==> config.mk <==
export PLATFORM = sky130hd
export DESIGN_NAME = nfc_host
export DESIGN_NICKNAME = d
export VERILOG_FILES = /design/src/hw/nfc_pkg.sv /design/src/hw/nfc_tmr_if.sv /design/src/hw/nfc_host.sv /design/src/hw/nfc_timer.sv
export SDC_FILE = /design/constraint.sdc
export NUM_CORES = 1
export LEC_CHECK = 0
export BUFFER_PORTS_ARGS = -buffer_cell sky130_fd_sc_hd__buf_2
export CAP_MARGIN = 20
export CORE_ASPECT_RATIO = 1.2
export CORE_UTILIZATION = 54
export DETAILED_ROUTE_END_ITERATION = 10
export PLACE_DENSITY = 0.86
export SYNTH_ARGS = -nofsm -noshare
export SYNTH_HDL_FRONTEND = slang
export SYNTH_SLANG_ARGS = --single-unit
==> constraint.sdc <==
create_clock -name clock -period 2.1 [get_ports clock]
set_input_delay 0.42 -clock clock [delete_from_list [all_inputs] [get_ports clock]]
set_output_delay 0.42 -clock clock [all_outputs]
set_load 0.02 [all_outputs]
==> src/hw/nfc_pkg.sv <==
// constants and types shared by the flash bus host controller
package nfc_pkg;
    localparam int CLK_MHZ = 10;
    localparam int AW = 22;
    localparam int DW = 16;
    localparam int TW = 10;
    localparam int GRP_LSB = 15;
    localparam int GRP_W = 7;
    localparam int LOW_W = 7;
    localparam int PAGE_LSB = 2;

    // times in ns
    localparam int ACCESS_TIME_NS = 90;
    localparam int PAGE_ACCESS_TIME_NS = 25;
    localparam int RESET_PULSE_MIN_NS = 500;
    localparam int RESET_RECOVERY_TIME_NS = 50;
    localparam int WE_PULSE_NS = 35;
    localparam int PROT_SETUP_NS = 4000;
    localparam int PROT_PULSE_NS = 100000;

    // least times, rounded up to whole cycles
    localparam logic [TW-1:0] ACC_CYC = TW'((ACCESS_TIME_NS * CLK_MHZ + 999) / 1000);
    localparam logic [TW-1:0] PAGE_CYC = TW'((PAGE_ACCESS_TIME_NS * CLK_MHZ + 999) / 1000);
    localparam logic [TW-1:0] RST_CYC = TW'((RESET_PULSE_MIN_NS * CLK_MHZ + 999) / 1000);
    localparam logic [TW-1:0] REC_CYC = TW'((RESET_RECOVERY_TIME_NS * CLK_MHZ + 999) / 1000);
    localparam logic [TW-1:0] WE_CYC = TW'((WE_PULSE_NS * CLK_MHZ + 999) / 1000);
    localparam logic [TW-1:0] PROT_SETUP_CYC = TW'((PROT_SETUP_NS * CLK_MHZ + 999) / 1000);
    localparam logic [TW-1:0] PROT_PULSE_CYC = TW'((PROT_PULSE_NS * CLK_MHZ + 999) / 1000);

    // low address pattern A6,A3,A2,A1,A0 = 0,0,0,1,0 for protect and verify
    localparam logic [LOW_W-1:0] PROT_LOW_BITS = 7'h02;

    localparam logic [AW-1:0] UNLOCK1_ADDR = 22'h000555;
    localparam logic [AW-1:0] UNLOCK2_ADDR = 22'h0002AA;
    localparam logic [DW-1:0] UNLOCK1_DATA = 16'h00AA;
    localparam logic [DW-1:0] UNLOCK2_DATA = 16'h0055;
    localparam logic [DW-1:0] CMD_AUTOSELECT = 16'h0090;
    localparam logic [DW-1:0] CMD_RESET = 16'h00F0;
    localparam logic [1:0] STEP_FIRST = 2'h0;
    localparam logic [1:0] STEP_SECOND = 2'h1;

    typedef enum logic [3:0] {
        OP_READ,
        OP_HV_READ,
        OP_VERIFY,
        OP_WRITE,
        OP_ID_ENTER,
        OP_ID_EXIT,
        OP_PROTECT,
        OP_UNPROT_ON,
        OP_UNPROT_OFF,
        OP_HW_RESET
    } nfc_op_t;
endpackage

==> src/hw/nfc_tmr_if.sv <==
// wait-timer link between the host sequencer and its timer
`timescale 1ns/1ps
interface nfc_tmr_if;
    logic load;
    logic [nfc_pkg::TW-1:0] count;
    logic expired;
    modport ctl (output load, output count, input expired);
    modport tmr (input load, input count, output expired);
endinterface

==> src/hw/nfc_host.sv <==
// host controller driving an asynchronous parallel nor flash over its pins
`timescale 1ns/1ps
module nfc_host (
    input wire logic clock,
    input wire logic resetn,
    input wire logic cmd_valid,
    output logic cmd_ready,
    input wire nfc_pkg::nfc_op_t cmd_op,
    input wire logic [nfc_pkg::AW-1:0] cmd_addr,
    input wire logic [nfc_pkg::DW-1:0] cmd_wdata,
    output logic rsp_valid,
    output logic [nfc_pkg::DW-1:0] rsp_data,
    output logic [nfc_pkg::AW-1:0] flash_addr,
    output logic flash_ce_n,
    output logic flash_oe_n,
    output logic flash_we_n,
    output logic flash_reset_n,
    output logic flash_byte_n,
    input wire logic [nfc_pkg::DW-1:0] flash_dq_in,
    output logic [nfc_pkg::DW-1:0] flash_dq_out,
    output logic flash_dq_oe,
    output logic id_voltage_addr_en,
    output logic id_voltage_reset_en
);
    typedef enum logic [3:0] {
        ST_RST_START, ST_RST_LOW, ST_RST_REC, ST_IDLE, ST_RD_WAIT,
        ST_WR_SETUP, ST_WR_PULSE, ST_WR_HOLD, ST_PR_SETUP, ST_PR_PULSE, ST_PR_HOLD
    } nfc_state_t;

    localparam int AW = nfc_pkg::AW;
    localparam int DW = nfc_pkg::DW;
    localparam int PAGE_LSB_IDX = nfc_pkg::PAGE_LSB;

    nfc_tmr_if tif ();
    nfc_timer u_timer (.clock(clock), .resetn(resetn), .t(tif));

    nfc_state_t state_q, state_d;
    nfc_pkg::nfc_op_t op_q, op_d;
    logic [1:0] step_q, step_d;
    logic [AW-1:0] addr_q, addr_d, ua_q, ua_d;
    logic [DW-1:0] dout_q, dout_d, ud_q, ud_d, rdata_q, rdata_d;
    logic ce_n_q, ce_n_d, oe_n_q, oe_n_d, we_n_q, we_n_d, rst_n_q, rst_n_d;
    logic dq_oe_q, dq_oe_d, ahv_q, ahv_d, rhv_q, rhv_d, rvalid_q, rvalid_d;
    logic [AW-1:PAGE_LSB_IDX] page_q, page_d;
    logic page_ok_q, page_ok_d;
    logic [AW+DW:0] seq;
    logic take;
    logic hit;

    // command sequence per step: {last, address, data}
    function automatic logic [AW+DW:0] nfc_seq(nfc_pkg::nfc_op_t op, logic [1:0] step,
                                               logic [AW-1:0] ua, logic [DW-1:0] ud);
        logic [AW+DW:0] r;
        r = {1'b1, ua, ud};
        if (op == nfc_pkg::OP_ID_EXIT) begin
            r = {1'b1, ua, nfc_pkg::CMD_RESET};
        end else if (op == nfc_pkg::OP_ID_ENTER) begin
            if (step == nfc_pkg::STEP_FIRST) begin
                r = {1'b0, nfc_pkg::UNLOCK1_ADDR, nfc_pkg::UNLOCK1_DATA};
            end else if (step == nfc_pkg::STEP_SECOND) begin
                r = {1'b0, nfc_pkg::UNLOCK2_ADDR, nfc_pkg::UNLOCK2_DATA};
            end else begin
                r = {1'b1, nfc_pkg::UNLOCK1_ADDR, nfc_pkg::CMD_AUTOSELECT};
            end
        end
        return r;
    endfunction

    assign cmd_ready = (state_q == ST_IDLE);
    assign take = cmd_valid && cmd_ready;
    assign seq = nfc_seq(op_q, step_q, ua_q, ud_q);
    // fast page timing only for a plain read on the page last opened
    assign hit = page_ok_q && (cmd_op == nfc_pkg::OP_READ) && (cmd_addr[AW-1:PAGE_LSB_IDX] == page_q);

    always_comb begin
        state_d = state_q;
        op_d = op_q;
        step_d = step_q;
        addr_d = addr_q;
        ua_d = ua_q;
        ud_d = ud_q;
        dout_d = dout_q;
        rdata_d = rdata_q;
        ce_n_d = ce_n_q;
        oe_n_d = oe_n_q;
        we_n_d = we_n_q;
        rst_n_d = rst_n_q;
        dq_oe_d = dq_oe_q;
        ahv_d = ahv_q;
        rhv_d = rhv_q;
        rvalid_d = 1'b0;
        page_d = page_q;
        page_ok_d = page_ok_q;
        tif.load = 1'b0;
        tif.count = nfc_pkg::ACC_CYC;
        unique case (state_q)
            ST_RST_START: begin
                // pin reset aborts the device; outputs float while low
                rst_n_d = 1'b0;
                ce_n_d = 1'b1;
                oe_n_d = 1'b1;
                we_n_d = 1'b1;
                dq_oe_d = 1'b0;
                ahv_d = 1'b0;
                rhv_d = 1'b0;
                page_ok_d = 1'b0;
                tif.load = 1'b1;
                tif.count = nfc_pkg::RST_CYC;
                state_d = ST_RST_LOW;
            end
            ST_RST_LOW: begin
                if (tif.expired) begin
                    rst_n_d = 1'b1;
                    tif.load = 1'b1;
                    tif.count = nfc_pkg::REC_CYC;
                    state_d = ST_RST_REC;
                end
            end
            ST_RST_REC: begin
                if (tif.expired) begin
                    state_d = ST_IDLE;
                end
            end
            ST_IDLE: begin
                if (take) begin
                    op_d = cmd_op;
                    ua_d = cmd_addr;
                    ud_d = cmd_wdata;
                    step_d = nfc_pkg::STEP_FIRST;
                    unique case (cmd_op)
                        nfc_pkg::OP_READ, nfc_pkg::OP_HV_READ, nfc_pkg::OP_VERIFY: begin
                            addr_d = cmd_addr;
                            if (cmd_op == nfc_pkg::OP_VERIFY) begin
                                addr_d = {cmd_addr[AW-1:nfc_pkg::GRP_LSB],
                                          {(nfc_pkg::GRP_LSB - nfc_pkg::LOW_W){1'b0}},
                                          nfc_pkg::PROT_LOW_BITS};
                            end
                            // high voltage on the id line only for id and verify reads
                            ahv_d = (cmd_op != nfc_pkg::OP_READ);
                            ce_n_d = 1'b0;
                            oe_n_d = 1'b0;
                            dq_oe_d = 1'b0;
                            tif.load = 1'b1;
                            tif.count = hit ? nfc_pkg::PAGE_CYC : nfc_pkg::ACC_CYC;
                            state_d = ST_RD_WAIT;
                        end
                        nfc_pkg::OP_WRITE, nfc_pkg::OP_ID_ENTER, nfc_pkg::OP_ID_EXIT: begin
                            ahv_d = 1'b0;
                            page_ok_d = 1'b0;
                            state_d = ST_WR_SETUP;
                        end
                        nfc_pkg::OP_PROTECT: begin
                            page_ok_d = 1'b0;
                            state_d = ST_PR_SETUP;
                        end
                        nfc_pkg::OP_UNPROT_ON: begin
                            rhv_d = 1'b1;
                        end
                        nfc_pkg::OP_UNPROT_OFF: begin
                            rhv_d = 1'b0;
                        end
                        nfc_pkg::OP_HW_RESET: begin
                            state_d = ST_RST_START;
                        end
                        default: begin
                            state_d = ST_IDLE;
                        end
                    endcase
                end
            end
            ST_RD_WAIT: begin
                // address and gates stay put; the device may sleep and keep its data
                if (tif.expired) begin
                    rdata_d = flash_dq_in;
                    rvalid_d = 1'b1;
                    page_d = addr_q[AW-1:PAGE_LSB_IDX];
                    page_ok_d = !ahv_q;
                    state_d = ST_IDLE;
                end
            end
            ST_WR_SETUP: begin
                // gate high one cycle before driving the bus avoids contention
                addr_d = seq[AW+DW-1:DW];
                dout_d = seq[DW-1:0];
                ce_n_d = 1'b0;
                oe_n_d = 1'b1;
                state_d = ST_WR_PULSE;
            end
            ST_WR_PULSE: begin
                we_n_d = 1'b0;
                dq_oe_d = 1'b1;
                tif.load = we_n_q;
                tif.count = nfc_pkg::WE_CYC;
                if (!we_n_q && tif.expired) begin
                    we_n_d = 1'b1;
                    state_d = ST_WR_HOLD;
                end
            end
            ST_WR_HOLD: begin
                dq_oe_d = 1'b0;
                if (seq[AW+DW]) begin
                    ce_n_d = 1'b1;
                    state_d = ST_IDLE;
                end else begin
                    step_d = step_q + 1'b1;
                    state_d = ST_WR_SETUP;
                end
            end
            ST_PR_SETUP: begin
                ahv_d = 1'b1;
                addr_d = {ua_q[AW-1:nfc_pkg::GRP_LSB], {(nfc_pkg::GRP_LSB - nfc_pkg::LOW_W){1'b0}},
                          nfc_pkg::PROT_LOW_BITS};
                ce_n_d = 1'b0;
                oe_n_d = 1'b0;
                dq_oe_d = 1'b0;
                tif.load = 1'b1;
                tif.count = nfc_pkg::PROT_SETUP_CYC;
                state_d = ST_PR_PULSE;
            end
            ST_PR_PULSE: begin
                if (we_n_q && tif.expired) begin
                    we_n_d = 1'b0;
                    tif.load = 1'b1;
                    tif.count = nfc_pkg::PROT_PULSE_CYC;
                end else if (!we_n_q && tif.expired) begin
                    we_n_d = 1'b1;
                    state_d = ST_PR_HOLD;
                end
            end
            ST_PR_HOLD: begin
                ahv_d = 1'b0;
                ce_n_d = 1'b1;
                oe_n_d = 1'b1;
                state_d = ST_IDLE;
            end
            default: begin
                state_d = ST_RST_START;
            end
        endcase
    end

    always_ff @(posedge clock) begin
        if (!resetn) begin
            state_q <= ST_RST_START;
            op_q <= nfc_pkg::OP_READ;
            step_q <= nfc_pkg::STEP_FIRST;
            addr_q <= '0;
            ua_q <= '0;
            ud_q <= '0;
            dout_q <= '0;
            rdata_q <= '0;
            ce_n_q <= 1'b1;
            oe_n_q <= 1'b1;
            we_n_q <= 1'b1;
            rst_n_q <= 1'b0;
            dq_oe_q <= 1'b0;
            ahv_q <= 1'b0;
            rhv_q <= 1'b0;
            rvalid_q <= 1'b0;
            page_q <= '0;
            page_ok_q <= 1'b0;
        end else begin
            state_q <= state_d;
            op_q <= op_d;
            step_q <= step_d;
            addr_q <= addr_d;
            ua_q <= ua_d;
            ud_q <= ud_d;
            dout_q <= dout_d;
            rdata_q <= rdata_d;
            ce_n_q <= ce_n_d;
            oe_n_q <= oe_n_d;
            we_n_q <= we_n_d;
            rst_n_q <= rst_n_d;
            dq_oe_q <= dq_oe_d;
            ahv_q <= ahv_d;
            rhv_q <= rhv_d;
            rvalid_q <= rvalid_d;
            page_q <= page_d;
            page_ok_q <= page_ok_d;
        end
    end

    assign flash_addr = addr_q;
    assign flash_ce_n = ce_n_q;
    assign flash_oe_n = oe_n_q;
    assign flash_we_n = we_n_q;
    assign flash_reset_n = rst_n_q;
    assign flash_byte_n = 1'b1;
    assign flash_dq_out = dout_q;
    assign flash_dq_oe = dq_oe_q;
    assign id_voltage_addr_en = ahv_q;
    assign id_voltage_reset_en = rhv_q;
    assign rsp_valid = rvalid_q;
    assign rsp_data = rdata_q;

    // helper: cycles the reset pin has been low
    logic [nfc_pkg::TW-1:0] low_cnt_q;
    always_ff @(posedge clock) begin
        if (!resetn || flash_reset_n) begin
            low_cnt_q <= '0;
        end else if (low_cnt_q != '1) begin
            low_cnt_q <= low_cnt_q + 1'b1;
        end
    end
endmodule

==> src/hw/nfc_timer.sv <==
// down-counting wait timer used for every pin timing
`timescale 1ns/1ps
module nfc_timer (
    input wire logic clock,
    input wire logic resetn,
    nfc_tmr_if.tmr t
);
    logic [nfc_pkg::TW-1:0] cnt_q;
    logic [nfc_pkg::TW-1:0] cnt_d;

    always_comb begin
        cnt_d = cnt_q;
        if (t.load) begin
            cnt_d = t.count;
        end else if (cnt_q != '0) begin
            cnt_d = cnt_q - 1'b1;
        end
    end

    always_ff @(posedge clock) begin
        if (!resetn) begin
            cnt_q <= '0;
        end else begin
            cnt_q <= cnt_d;
        end
    end

    assign t.expired = (cnt_q == '0);
endmodule

==> metrics.md <==
| Metric | Value |
|---|---|
| CP arrival | `2.30 ns` |
| DR iter-0 viols | `412` |
| Clk buf depth | `2` |
| Slew Viols, Final | `0` |
| Worst hold slack | `approximately 0.25 ns` |
| Filler cell count | `around 810` |
| GR peak layer | `met2` |
| Power Total | `7.41 mW` |
| Commonest cells post-synth | `nand2_1 (142), dfxtp_1 (120), a21oi_1 (83)` |
| Fin Setup TNS | `0 ns` |
| RSZ-0062 raised after global routing | `false` |
| Yosys top cell area share | `42.9%` |
| Synth-to-Final Area Change | `24.7%` |
| Worst Hold Class | `in2reg` |
| Synth Register Bits | `120` |
| Met2 usage | `48.1%` |
| Highest ir drop seen on vdd | `about 0.0006 V` |
| Crit path max-delay cell type | `dfxtp_2` |
| Power per cell area | `1060 nW/µm²` |
| Ys Warns | `0` |
| M3 GR Usage | `6.13%` |
| Total die area | `10800 µm²` |
| Number of CTS-inserted buffers | `17` |
| GR Layer Usage met1 | `between 30% and 40%` |
| Global-route wire length before repair | `between 20000 and 25000 µm` |
| Ys async rst share | `0%` |
| Max Freq | `501 MHz` |
| Die height | `114 µm` |
| Leakage | `2.86 nW` |
| Overflow after GRT | `0` |
| Initial antenna violation count | `0` |
| # clock sinks | `120` |
| Synth area leader | `dfxtp_1` |
| Skew-Pair Late Insertion Delay | `0.41 ns` |
| Critical path peak fanout | `5` |
| Setup crit end kind | `register` |
| # diodes | `0` |
| DPL Wire Length | `approximately 10000 µm` |
| Max Cap Viol | `0` |
| CP Launch Type | `register` |
| Largest net degree at the start of global routing | `46` |
| Minimum clock period | `2.00 ns` |
| Core area | `10100 µm²` |
| Clock transition at path regs | `0.06 ns` |
| Ys flop type | `dfxtp_1` |
| CTS root buf | `clkbuf_16` |
| IO buf count | `123` |
| Gpl congestion | `0.884` |
| Avg WL per Cell | `16.1 µm` |
| Reg2Reg Setup Slack | `about 0.1 ns` |
| Synth top area cells | `dfxtp_1 (43%), nand2_1 (9.5%), a21oi_1 (7.4%)` |
| Number of synthesized flops with an enable pin | `0` |
| Top Ports | `125` |
| Cell Area, Synth | `5600 µm²` |
| Synth Instances | `675` |
| Status | `complete, no violations` |
| Htree depth | `4` |
| Via count | `about 5500` |
| Row cnt | `40` |
| Setup Skew | `0.00686 ns` |
| Die W | `94.9 µm` |
| Vias/cell | `5.84` |
| Vias in the first global route | `around 5400` |
| Final setup viols | `0` |
| Crit Path Category | `reg2reg` |
| Final net count | `868` |
| Distinct cell type count after synthesis | `74` |
| Final period utilization | `95.1%` |
| Seq/Total Area, Yosys | `42.9%` |
| Layout cells sized above 1 | `31.2%` |
| Initial Util | `55.6%` |
| Drt drc | `0` |
| CP peak stage delay | `roughly 0.36 ns` |
| Overall Global Routing Usage | `29.2%` |
| WP buf/inv | `2` |
| Fin. Hold Viols | `0` |
| Avg Synthesized Cell Area | `8.29 µm²` |
| Worst EP required | `2.40 ns` |
| DRT Pass-1 Iters | `7` |
| Most frequent cell after synthesis | `nand2_1` |
| CP top delay family | `simple AND/OR/NAND/NOR gates` |
| CP Cell Sequence | `inv_1 -> ha_1 -> nor3b_2 -> buf_4 -> and4_1 -> nand3b_4 -> or2_4 -> a2111oi_4` |
| Post-route ant nets | `0` |
| Mapped Nets | `~740` |
| CTS tree | `built` |
| Routed WL | `between 15000 and 20000 µm` |
## per-layer routing
metal | vias to the layer above | routed length, µm | share of wire, %
li1 | 2618 | - | -
met1 | 2574 | 6020 | 40
met2 | 254 | 7580 | 50
met3 | 53 | 1020 | 6.7
met4 | 0 | 566 | 3.7
met5 | - | 0 | 0
## stage by stage
stage                     area [µm²]  worst slack, ns  utilization [%]  cells
after floorplan                 5600            0.232                -    675
after global placement          6380           0.0480             63.4    908
after detailed placement        6380          -0.0263             63.4    908
after CTS                       6940          0.00339             69.0    940
after global routing            6980          0.00359             69.4    941
final                           6980            0.103             69.4    941
## cell type report
type                            instances  area, µm²  area share, %
Multi-Input combinational cell        496       2920           41.8
Sequential cell                       120       2410           34.5
Timing Repair Buffer                  158        906           13.0
Clock buffer                           21        480           6.88
Tap cell                              126        158           2.26
Clock inverter                         11       72.6           1.04
Inverter                                9       36.3          0.520
## where the power goes
group / switching, mW / internal, mW / total, mW
Sequential: 0.169 / 2.45 / 2.62
Clock: 1.03 / 1.62 / 2.65
Combinational: 1.22 / 0.921 / 2.14
Total: 2.41 / 5.00 / 7.41
## cell families (layout without fill, tap and decap cells)
group                    after synthesis  count (layout)  synth area share [%]
other                                  1               1                0.0670
AND/OR/NAND/NOR                      270             271                  24.0
flip-flops                           120             120                  42.9
buffers and inverters                 60             199                  5.70
adder cells (fa/ha/maj)                5               5                  1.12
multiplexers                           4               4                 0.715
AO/OA/AOI/OAI                        208             208                  24.4
XOR/XNOR                               7               7                  1.10
## worst reg2reg max path: stages, from the launching register on
cell and delay, ns:
dfxtp_2 0.36, inv_1 0.07, ha_1 0.20, nor3b_2 0.17, buf_4 0.15, and4_1 0.19, nand3b_4 0.18, or2_4 0.27
a2111oi_4 0.30
## sequential cells by signal (all words and copies together) (netlist names), 2 cells and up
| signal | count |
|---|---|
| ud_q | 16 |
| flash_addr | 22 |
| u_timer.cnt_q | 10 |
| rsp_data | 16 |
| flash_dq_out | 16 |
| state_q | 4 |
| op_q | 4 |
| step_q | 2 |
| ua_q | 22 |
## placed cells by master, fill, tap and decap left out, drive strengths merged, types with 6 or more instances in the layout
cell,netlist,layout
nand3,9,9
nor3,11,11
a221oi,6,6
nor2,43,43
o21ai,37,37
or2,6,6
a31oi,9,9
clkbuf,26,21
nand2b,7,7
inv,9,10
nor3b,6,6
a211oi,10,10
a22oi,20,20
nand2,153,154
a21oi,93,93
nor2b,7,7
dfxtp,120,120
buf,25,158
xnor2,6,6
clkinv,0,6
## worst paths after layout
| kind | startpoint | endpoint | depth (start not counted) |
|---|---|---|---|
| min | cmd_wdata[11] | ud_q[11] | 3 |
| max reg2reg | u_timer.cnt_q[0] | u_timer.cnt_q[1] | 8 |
| max | u_timer.cnt_q[0] | u_timer.cnt_q[1] | 8 |
| min reg2reg | rsp_data[15] | rsp_data[15] | 2 |
## timing repair
action | in CTS | in global routing
gates cloned | 0 | 1
hold buffers | 0 | 0
setup buffers | 0 | 0
pin swaps | 0 | 1
gates resized for setup | 6 | 8
endpoints found under the setup margin | 10 | 28
(Power assumes the default switching activity.)
